$ cat config.mk
export PLATFORM = sky130hd
export DESIGN_NAME = ilpc_ctrl
export DESIGN_NICKNAME = d
export VERILOG_FILES = /design/src/ilpc_pkg.sv /design/src/ilpc_ctrl.sv
export SDC_FILE = /design/constraint.sdc
export NUM_CORES = 1
export LEC_CHECK = 0
export ABC_CLOCK_PERIOD_IN_PS = 1400
export BUFFER_PORTS_ARGS = -buffer_cell sky130_fd_sc_hd__buf_4
export CAP_MARGIN = 30
export CORE_UTILIZATION = 30
export DETAILED_ROUTE_END_ITERATION = 8
export GPL_ROUTABILITY_DRIVEN = 0
export HOLD_SLACK_MARGIN = 0.05
export PLACE_DENSITY = 0.66
export SYNTH_ARGS = -nofsm -noshare
export SYNTH_HDL_FRONTEND = slang
export SYNTH_SLANG_ARGS = --single-unit
$ cat constraint.sdc
create_clock -name clk_in -period 1.4 [get_ports clk_in]
set_clock_uncertainty 0.15 [all_clocks]
set_input_delay 0.07 -clock clk_in [delete_from_list [all_inputs] [get_ports clk_in]]
set_output_delay 0.07 -clock clk_in [all_outputs]
set_load 0.05 [all_outputs]
$ cat src/ilpc_pkg.sv
// ilpc_pkg.sv: constants and types for the interrupt and low-power control
// assumes: one 20 MHz clock, registers reached over the core's RAM-bit port
// How it works
// [RULE1] external pin falling edge sets external flag
// [RULE2] external mask bit 3 blocks when set
// [RULE3] timer B overflow sets its flag
// [RULE4] timer B mask bit 1 blocks when set
// [RULE5] timer C overflow sets its flag
// [RULE6] timer C mask bit 3 blocks when set
// [RULE7] serial done or suspend sets serial flag
// [RULE8] serial mask bit 3 blocks when set
// [RULE9] conversion done sets converter flag
// [RULE10] converter mask bit 1 blocks when set
// [RULE11] standby stops cpu clock, peripherals keep running
// [RULE12] standby exits on reset or any request
// [RULE13] stop halts oscillator, holds peripherals in reset
// [RULE14] leaving stop restarts program at zero
// [RULE15] ram kept flag tells reset from release
// [RULE16] release pin works only in stop
// [RULE17] only ram survives stop mode
// [RULE18] pending request with enable off cancels sleep
// [RULE19] stop clears pin functions, floats all pins
// [RULE20] asynchronous reset works in every mode
// [RULE21] request is flag and not mask, fixed priority
// [RULE22] global enable bit 0 gates all requests
// [RULE23] enable cleared on take, set by return
// [RULE24] software can never set a request flag
// [RULE25] flags stay set until cleared or reset
package ilpc_pkg;
  localparam logic [9:0] ILPC_OFS_EXT = 10'h000;
  localparam logic [9:0] ILPC_OFS_TMR = 10'h002;
  localparam logic [9:0] ILPC_OFS_SER = 10'h003;
  localparam int ILPC_BIT_ALLOW = 0;
  localparam int ILPC_BIT_EXT_FLAG = 2;
  localparam int ILPC_BIT_EXT_MASK = 3;
  localparam int ILPC_BIT_TB_FLAG = 0;
  localparam int ILPC_BIT_TB_MASK = 1;
  localparam int ILPC_BIT_TC_FLAG = 2;
  localparam int ILPC_BIT_TC_MASK = 3;
  localparam int ILPC_BIT_AD_FLAG = 0;
  localparam int ILPC_BIT_AD_MASK = 1;
  localparam int ILPC_BIT_SER_FLAG = 2;
  localparam int ILPC_BIT_SER_MASK = 3;
  localparam logic ILPC_RST_FLAG = 1'b0;
  localparam logic ILPC_RST_MASK = 1'b1;
  localparam logic ILPC_RST_ALLOW = 1'b0;
  localparam logic [2:0] ILPC_SRC_NONE = 3'h7;

  typedef enum logic [1:0] {ILPC_ACTIVE, ILPC_DOZE, ILPC_HALT} ilpc_mode_t;

  // one flag/mask pair per source, priority order ext,tb,tc,ad,ser
  typedef struct packed {
    logic ext;
    logic tmr_b;
    logic tmr_c;
    logic conv;
    logic ser;
  } ilpc_src_t;

  // core instruction strobes and ram-bit access
  typedef struct packed {
    logic doze_instruction;
    logic halt_instruction;
    logic return_from_irq_instruction;
    logic irq_taken;
    logic wr_en;
    logic [9:0] addr;
    logic [3:0] wdata;
  } ilpc_core_t;
endpackage

$ cat src/ilpc_ctrl.sv
// ilpc_ctrl.sv: request flags, masks, global enable and mode controller
// assumes: core strobes are one-cycle pulses synchronous to clk_in
`timescale 1ns/1ps
`default_nettype none
module ilpc_ctrl
(
  input wire logic clk_in,
  input wire logic rst_n_in,
  input wire ilpc_pkg::ilpc_core_t core_in,
  input wire logic external_request_pin_in,
  input wire logic pin_function_select_b_in,
  input wire logic timer_b_ovf_in,
  input wire logic timer_c_ovf_in,
  input wire logic serial_done_in,
  input wire logic serial_suspend_in,
  input wire logic conv_done_in,
  input wire logic halt_release_pin_n_in,
  output logic [3:0] rdata_out,
  output logic irq_req_out,
  output logic [2:0] irq_src_out,
  output logic cpu_clk_run_out,
  output logic osc_run_out,
  output logic periph_reset_out,
  output logic pin_hiz_out,
  output logic restart_pc0_out,
  output logic ram_kept_flag_out,
  output logic insn_cancel_out,
  output var ilpc_pkg::ilpc_mode_t mode_out
);
  import ilpc_pkg::*;

  ////////////////////////////////////////////////////////////////////////////
  // state
  ilpc_src_t flag_reg, flag_next;
  ilpc_src_t mask_reg, mask_next;
  logic global_interrupt_allow_reg, global_interrupt_allow_next;
  logic ext_pin_reg, ext_pin_next;
  logic ram_kept_flag_reg, ram_kept_flag_next;
  logic restart_reg, restart_next;
  logic cancel_reg, cancel_next;
  ilpc_mode_t mode_reg, mode_next;
  ilpc_src_t pend;
  ilpc_src_t evt;
  ilpc_src_t clr;
  logic any_pend;

  // write to a bit of a control word clears only (flags never set by sw)
  function automatic logic clr_bit(input ilpc_core_t c, input logic [9:0] a,
                                   input int b);
    clr_bit = c.wr_en && c.addr == a && !c.wdata[b];
  endfunction

  ////////////////////////////////////////////////////////////////////////////
  // hardware events and pending requests
  always_comb
  begin
    evt.ext = pin_function_select_b_in && ext_pin_reg
              && !external_request_pin_in; // [RULE1]
    evt.tmr_b = timer_b_ovf_in; // [RULE3]
    evt.tmr_c = timer_c_ovf_in; // [RULE5]
    evt.ser = serial_done_in || serial_suspend_in; // [RULE7]
    evt.conv = conv_done_in; // [RULE9]
    clr.ext = clr_bit(core_in, ILPC_OFS_EXT, ILPC_BIT_EXT_FLAG);
    clr.tmr_b = clr_bit(core_in, ILPC_OFS_TMR, ILPC_BIT_TB_FLAG);
    clr.tmr_c = clr_bit(core_in, ILPC_OFS_TMR, ILPC_BIT_TC_FLAG);
    clr.conv = clr_bit(core_in, ILPC_OFS_SER, ILPC_BIT_AD_FLAG);
    clr.ser = clr_bit(core_in, ILPC_OFS_SER, ILPC_BIT_SER_FLAG);
    pend = flag_reg & ~mask_reg; // [RULE2] [RULE4] [RULE6] [RULE8] [RULE10]
    any_pend = |pend;
  end

  ////////////////////////////////////////////////////////////////////////////
  // priority encoder (source not gated); request gated by global enable and active mode
  always_comb
  begin
    irq_src_out = ILPC_SRC_NONE;
    if (pend.ser)
      irq_src_out = 3'h4;
    if (pend.conv)
      irq_src_out = 3'h3;
    if (pend.tmr_c)
      irq_src_out = 3'h2;
    if (pend.tmr_b)
      irq_src_out = 3'h1;
    if (pend.ext)
      irq_src_out = 3'h0; // [RULE21]
    irq_req_out = global_interrupt_allow_reg && any_pend
                  && mode_reg == ILPC_ACTIVE; // [RULE22]
  end

  ////////////////////////////////////////////////////////////////////////////
  // next values for flags, masks, enable and mode
  always_comb
  begin
    ext_pin_next = external_request_pin_in;
    // set wins over clear; flags held until cleared
    flag_next = (flag_reg & ~clr) | evt; // [RULE24] [RULE25]
    mask_next = mask_reg;
    global_interrupt_allow_next = global_interrupt_allow_reg;
    mode_next = mode_reg;
    ram_kept_flag_next = ram_kept_flag_reg;
    restart_next = 1'b0;
    cancel_next = 1'b0;
    if (core_in.wr_en)
    begin
      unique case (core_in.addr)
        ILPC_OFS_EXT:
        begin
          mask_next.ext = core_in.wdata[ILPC_BIT_EXT_MASK];
          global_interrupt_allow_next = core_in.wdata[ILPC_BIT_ALLOW];
        end
        ILPC_OFS_TMR:
        begin
          mask_next.tmr_b = core_in.wdata[ILPC_BIT_TB_MASK];
          mask_next.tmr_c = core_in.wdata[ILPC_BIT_TC_MASK];
        end
        ILPC_OFS_SER:
        begin
          mask_next.conv = core_in.wdata[ILPC_BIT_AD_MASK];
          mask_next.ser = core_in.wdata[ILPC_BIT_SER_MASK];
        end
        default:
        begin
          mask_next = mask_reg;
        end
      endcase
    end
    if (core_in.irq_taken)
      global_interrupt_allow_next = 1'b0; // [RULE23]
    if (core_in.return_from_irq_instruction)
      global_interrupt_allow_next = 1'b1; // [RULE23]
    unique case (mode_reg)
      ILPC_ACTIVE:
      begin
        if ((core_in.doze_instruction || core_in.halt_instruction)
            && !global_interrupt_allow_reg && any_pend)
          cancel_next = 1'b1; // [RULE18]
        else if (core_in.halt_instruction)
          mode_next = ILPC_HALT; // [RULE13]
        else if (core_in.doze_instruction)
          mode_next = ILPC_DOZE; // [RULE11]
      end
      ILPC_DOZE:
      begin
        if (any_pend)
          mode_next = ILPC_ACTIVE; // [RULE12]
      end
      ILPC_HALT:
      begin
        // peripherals held in reset: no new events while stopped
        flag_next = '0; // [RULE13]
        mask_next = '1;
        global_interrupt_allow_next = ILPC_RST_ALLOW;
        if (!halt_release_pin_n_in)
        begin
          mode_next = ILPC_ACTIVE; // [RULE16]
          ram_kept_flag_next = 1'b1; // [RULE15]
          restart_next = 1'b1; // [RULE14]
        end
      end
      // the spare state code falls back to active
      default:
      begin
        mode_next = ILPC_ACTIVE;
      end
    endcase
  end

  ////////////////////////////////////////////////////////////////////////////
  // registers; reset gives ram kept flag 0 and a restart at address 0
  always_ff @(posedge clk_in or negedge rst_n_in)
  begin
    if (!rst_n_in) // [RULE20]
    begin
      flag_reg <= {5{ILPC_RST_FLAG}};
      mask_reg <= {5{ILPC_RST_MASK}};
      global_interrupt_allow_reg <= ILPC_RST_ALLOW;
      ext_pin_reg <= 1'b1;
      ram_kept_flag_reg <= 1'b0; // [RULE15]
      restart_reg <= 1'b1; // [RULE14]
      cancel_reg <= 1'b0;
      mode_reg <= ILPC_ACTIVE;
    end
    else
    begin
      flag_reg <= flag_next;
      mask_reg <= mask_next;
      global_interrupt_allow_reg <= global_interrupt_allow_next;
      ext_pin_reg <= ext_pin_next;
      ram_kept_flag_reg <= ram_kept_flag_next;
      restart_reg <= restart_next;
      cancel_reg <= cancel_next;
      mode_reg <= mode_next;
    end
  end

  ////////////////////////////////////////////////////////////////////////////
  // read data and mode outputs
  always_comb
  begin
    rdata_out = 4'h0;
    unique case (core_in.addr)
      ILPC_OFS_EXT:
        rdata_out = {mask_reg.ext, flag_reg.ext, 1'b0,
                     global_interrupt_allow_reg};
      ILPC_OFS_TMR:
        rdata_out = {mask_reg.tmr_c, flag_reg.tmr_c, mask_reg.tmr_b,
                     flag_reg.tmr_b};
      ILPC_OFS_SER:
        rdata_out = {mask_reg.ser, flag_reg.ser, mask_reg.conv,
                     flag_reg.conv};
      default:
        rdata_out = 4'h0;
    endcase
  end

  // stop: oscillator off, peripherals reset, pins floated; only ram kept
  assign cpu_clk_run_out = mode_reg == ILPC_ACTIVE; // [RULE11]
  assign osc_run_out = mode_reg != ILPC_HALT; // [RULE13]
  assign periph_reset_out = mode_reg == ILPC_HALT; // [RULE17]
  assign pin_hiz_out = mode_reg == ILPC_HALT; // [RULE19]
  assign restart_pc0_out = restart_reg;
  assign ram_kept_flag_out = ram_kept_flag_reg;
  assign insn_cancel_out = cancel_reg;
  assign mode_out = mode_reg;
endmodule
`default_nettype wire

* Word-level counts from Yosys, hierarchy flattened
Index checks and enable logic that the tools add are counted. Widths: inputs -> output; s select.
Word-level totals: register bits 17, latch bits 0, RAM bits 0, memory bits (read-only) 0, input bits 29, output and inout bits 17, word-level logic and storage cells 93, memories 0
Cells by class: add/subtract/negate cells 0, multipliers 0, div/mod/pow operators 0, magnitude comparators 0, equality and inequality tests 9, shifts and indexed selects 0, muxes and demuxes 27, bitwise logic cells 6, reduce and logical (&&, ||, !) cells 35
Operators with widths (number):
- $eq 10x2->1 const B | 2
- $mux 2 | 8
- $mux 5 | 3
- $logic_and 1x1->1 | 14
- $mux 3 | 4
- $pmux 4 s3 | 1
- $and 5x5->5 | 2
- $logic_not 10->1 | 1
- $mux 1 | 10
- $not 5->5 | 2
- $reduce_and 2->1 | 5
- $ne 2x2->1 const B | 4
- $reduce_bool 2->1 | 4
- $reduce_bool 4->1 | 2
- $pmux 2 s3 | 1
- $or 5x5->5 | 1
- $reduce_or 5->1 | 1
- $logic_not 1->1 | 4
- $reduce_and 4->1 | 1
- $ne 3x3->1 const B | 1
- $eq 2x1->1 const B | 1
- $eq 2x2->1 const B | 1
- $logic_not 2->1 | 1
- $logic_or 1x1->1 | 2
- $not 1->1 | 1

* Longest topological paths before layout
depth in word-level cells 7, gate-level depth with buffers 5, gate-level depth less buffers 4

* Least setup slack after synthesis
Ideal clock, no wire load.
path type reg-to-output, start register mask_reg[4] in the netlist's numbering, end output port irq_req_out, arrival time 2229 ps, data required time 1180 ps, setup slack -1049 ps, cell stages (with the launch flop) 5, buffers on the path 0, path through dfstp_2 -> nor2b_1 -> nor4_2 -> nand2_1 -> and3_1
On the way: cells in the longest elaborated chain, start to end 5
Ends and longest elaborated chain:
- from (decl) | RTL line ilpc_ctrl.sv:35 | ilpc_src_t mask_reg, mask_next;
- from (signal assigned) | RTL line ilpc_ctrl.sv:176 | mask_reg <= {5{ILPC_RST_MASK}};
- from (signal assigned) | RTL line ilpc_ctrl.sv:187 | mask_reg <= mask_next;
- $not 5->5 | RTL line ilpc_ctrl.sv:68 | pend = flag_reg & ~mask_reg;
- $and 5x5->5 | RTL line ilpc_ctrl.sv:68
- $reduce_or 5->1 | RTL line ilpc_ctrl.sv:69 | any_pend = |pend;
- $logic_and 1x1->1 | RTL line ilpc_ctrl.sv:87 | irq_req_out = global_interrupt_allow_reg && any_pend
- $logic_and 1x1->1 | RTL line ilpc_ctrl.sv:88 | && mode_reg == ILPC_ACTIVE;
- to (decl) | RTL line ilpc_ctrl.sv:19 | output logic irq_req_out,
No other way between the ends.

* Worst setup path after layout
Same ends and word-level chain as after synthesis.

==> out/qor.csv <==
stage,metric,value,unit
run_status,outcome,"complete, but fails checks",
run_status,violations,"negative hold slack, negative setup slack",
synthesis,avgSynthCellArea,9.33,µm²
clock_tree,tritoncts,built,
worst_setup_path,crit_slowest_cell,dfstp_2,
global_routing,grt_pass1_wl,5640,µm
worst_setup_path,slowest_delay,0.57,ns
flow_run,cap_violations,0,
route,drtIter0Drc,60,
route,wl_per_cell,16.1,µm
power_and_ir_drop,cellPowerDensity,1100,nW/µm²
die,chipHeight,58.6,µm
global_routing,grt_max_degree,14,
worst_setup_path,crit_family,simple AND/OR/NAND/NOR gates,
worst_setup_path,cp_num_buf_inv,1,
clock_tree,cts.path.max_buffers,2,
placement,dpl_cell_area,1560,µm²
timing,hold_slack,-0.00687,ns
die,dieWidth,58.6,µm
route,via_per_inst,4.96,
die,core-area,3050,µm²
worst_setup_path,worstPathCellList,nor2b_4 > nor4_4 > nand2_2 > and3_4 > buf_6,
worst_setup_path,endpoint_kind,output port,
final_layout,layout-drive-gt1-share,66.8,%
clock_tree,numCtsBuffers,3,
worst_setup_path,cp-start-kind,flip-flop,
synthesis,synth_area,961,µm²
synthesis,ys_types,26,
timing,worst_pin_slew,0.543,ns
min_path,min_path_type,in2reg,
route,ant_nets,0,
synthesis,syn_inst,103,
die,pin_count,46,
final_layout,areaGrowthSynthToFinish,125,%
final_layout,final_util,70.8,%
clock_tree,clk_latency,0.30,ns
power_and_ir_drop,p_leak,0.967,nW
route,wl,3960,µm
final_layout,stdcell_count,246,
route,drt_pre_antenna_iters,4,
timing,fmax,537,MHz
worst_setup_path,cp.depth,5,
worst_setup_path,cp_max_fo,2,
die,row_count,20,
die,initial_core_util,31.5,%
global_routing,grt_usage,21.6,%
final_layout,multi_input_area,691,µm²
worst_setup_path,crit_type,reg2out,
synthesis,ys_warn_count,0,
final_layout,layout.nets,232,
synthesis,ys_ff_latch,17,
placement,portBuffers,45,
worst_setup_path,reg2reg_depth,6,
die,dieArea,3430,µm²
route,vias,1221,
min_path,hold_depth,4,
timing,post-route-period-util,133,%
power_and_ir_drop,vdd_drop_max,700,µV
timing,report.final.slew_viol_count,0,
worst_setup_path,crit_arrival,1.64,ns
clock_tree,clkTransAtPathRegs,0.11,ns
final_layout,fill_cells,198,
timing,period_needed,1.86,ns
placement,hpwl,2110,µm
synthesis,ys_seq_area_share,45.2,%
timing,hold_violations,1,
placement,placed_cells,207,
worst_setup_path,required,1.18,ns
global_routing,grt_overflow_total,0,
synthesis,synth_nets,132,
clock_tree,htree_levels,1,
final_layout,stdcell_area,2160,µm²
timing,rsz0062_at_grt,true,
timing,fin_ws,-0.463,ns
clock_tree,hold_buffers,19,
timing,relSlewSlack,63.8,%
clock_tree,cts-root-buf,clkbuf_4,
final_layout,seqCellArea,437,µm²
clock_tree,cts.sinks,17,
timing,setup_violations,15,
final_layout,antenna-diode-count,0,
global_routing,grt_pass1_vias,1173,
route,drcViolationCount,0,
global_routing,antenna_found_initial,0,
## worst paths after layout
| path | to | slack [ns] | start |
|---|---|---|---|
| hold / removal | mask_reg[1] | -0.007 | core_in[6] |
| max in group asynchronous | mode_out[0] | 0.30 | rst_n_in |
| setup / recovery | irq_req_out | -0.46 | mask_reg[4] |
| setup reg to reg | mode_out[0] | -0.34 | mask_reg[4] |
| min in group asynchronous | restart_pc0_out | 0.17 | rst_n_in |
| hold reg to reg | ram_kept_flag_out | 0.35 | ram_kept_flag_out |
## worst reg2reg max path: cells and delay by family, from the launching register on
| family | cells | cell delay [ns] |
|---|---|---|
| flops | 1 | 0.57 |
| buf+inv | 2 | 0.27 |
| simple gates | 3 | 0.47 |
| compound gates | 1 | 0.21 |
## layout make-up
type	count	share of cell area, %
multi-input combinational	78	32.0
clock inverter	1	0.232
timing repair buffer	98	42.8
tap	44	2.55
sequential	17	20.2
clock buffer	3	1.04
inverter	5	1.22
## logic make-up (layout without fill, tap and decap cells)
family                 Yosys count  after routing  synth area share (%)
AO/OA/AOI/OAI                   22             22                  13.0
flip-flops                      17             17                  45.2
multiplexers                     6              6                  6.25
AND/OR/NAND/NOR                 50             50                  31.8
buffers and inverters            8            107                  3.78
## metrics by stage
| step | setup TNS [ns] | power (W) | setup slack (ns) |
|---|---|---|---|
| finish | -3.63 | 0.00239 | -0.463 |
| global route | -4.70 | 0.00248 | -0.542 |
| global placement | -0.648 | 0.00156 | -0.154 |
| detailed placement | -0.896 | 0.00158 | -0.179 |
| floorplan | -3.11 | 0.00131 | -0.555 |
| CTS | -3.60 | 0.00211 | -0.432 |
## synthesized netlist by cell type
master / n / area [µm²]
and3_1: 2 / 12.5
o21ba_2: 1 / 10.0
nand3b_1: 1 / 7.51
nor3b_1: 2 / 15.0
nand4_1: 2 / 12.5
dfrtp_1: 10 / 250
a21oi_1: 13 / 65.1
nor4b_2: 1 / 15.0
and2_1: 1 / 6.26
nor2b_1: 5 / 31.3
inv_1: 5 / 18.8
mux2i_1: 6 / 60.1
nand4_2: 1 / 12.5
nor2_1: 19 / 71.3
nor3_1: 6 / 30.0
nand2_1: 3 / 11.3
a211oi_1: 2 / 15.0
dfstp_2: 7 / 184
or2_2: 1 / 6.26
buf_4: 1 / 7.51
nand2b_1: 3 / 18.8
nor4_2: 1 / 12.5
buf_2: 2 / 10.0
nor4_4: 2 / 42.5
o21ai_0: 5 / 25.0
a221o_1: 1 / 10.0
## timing repair
action | CTS | global route
pin swaps | 6 | 10
cloned | 0 | 1
resized for setup | 42 | 19
endpoints found under the hold margin | 34 | 1
buffers inserted | 5 | 12
setup endpoints to repair | 14 | 26
## cell usage in the layout (no fill, tap or decap), drive strengths merged
cell          netlist  routed
o21ba               1       1
or2                 1       1
dfstp               7       7
nor2b               5       5
nor3                6       6
clkinv              0       1
dlymetal6s4s        0       1
nor3b               2       2
nor4b               1       1
a211oi              2       2
nor2               19      19
nand2b              3       3
nor4                3       3
a21oi              13      13
and3                2       2
mux2i               6       6
nand2               3       3
and2                1       1
nand4               3       3
o21ai               5       5
dfrtp              10      10
buf                 3      78
nand3b              1       1
inv                 5       5
a221o               1       1
dlygate4sd3         0      18
clkbuf              0       4
## power by group
group	switching, W	internal [W]	total (W)
logic	0.000685	0.000722	0.00141
clock network	0.000169	0.000106	0.000275
registers	0.000108	0.000597	0.000705
total	0.000962	0.00143	0.00239
## layer usage
| layer | wire, µm | vias up | GRT usage (%) |
|---|---|---|---|
| li1 | - | 558 | - |
| met4 | 104 | 0 | 8.50 |
| met2 | 2070 | 47 | 36.8 |
| met1 | 1610 | 604 | 27.2 |
| met5 | 0 | - | 0 |
| met3 | 178 | 12 | 3.74 |
Power figures use the tool's default switching activity.
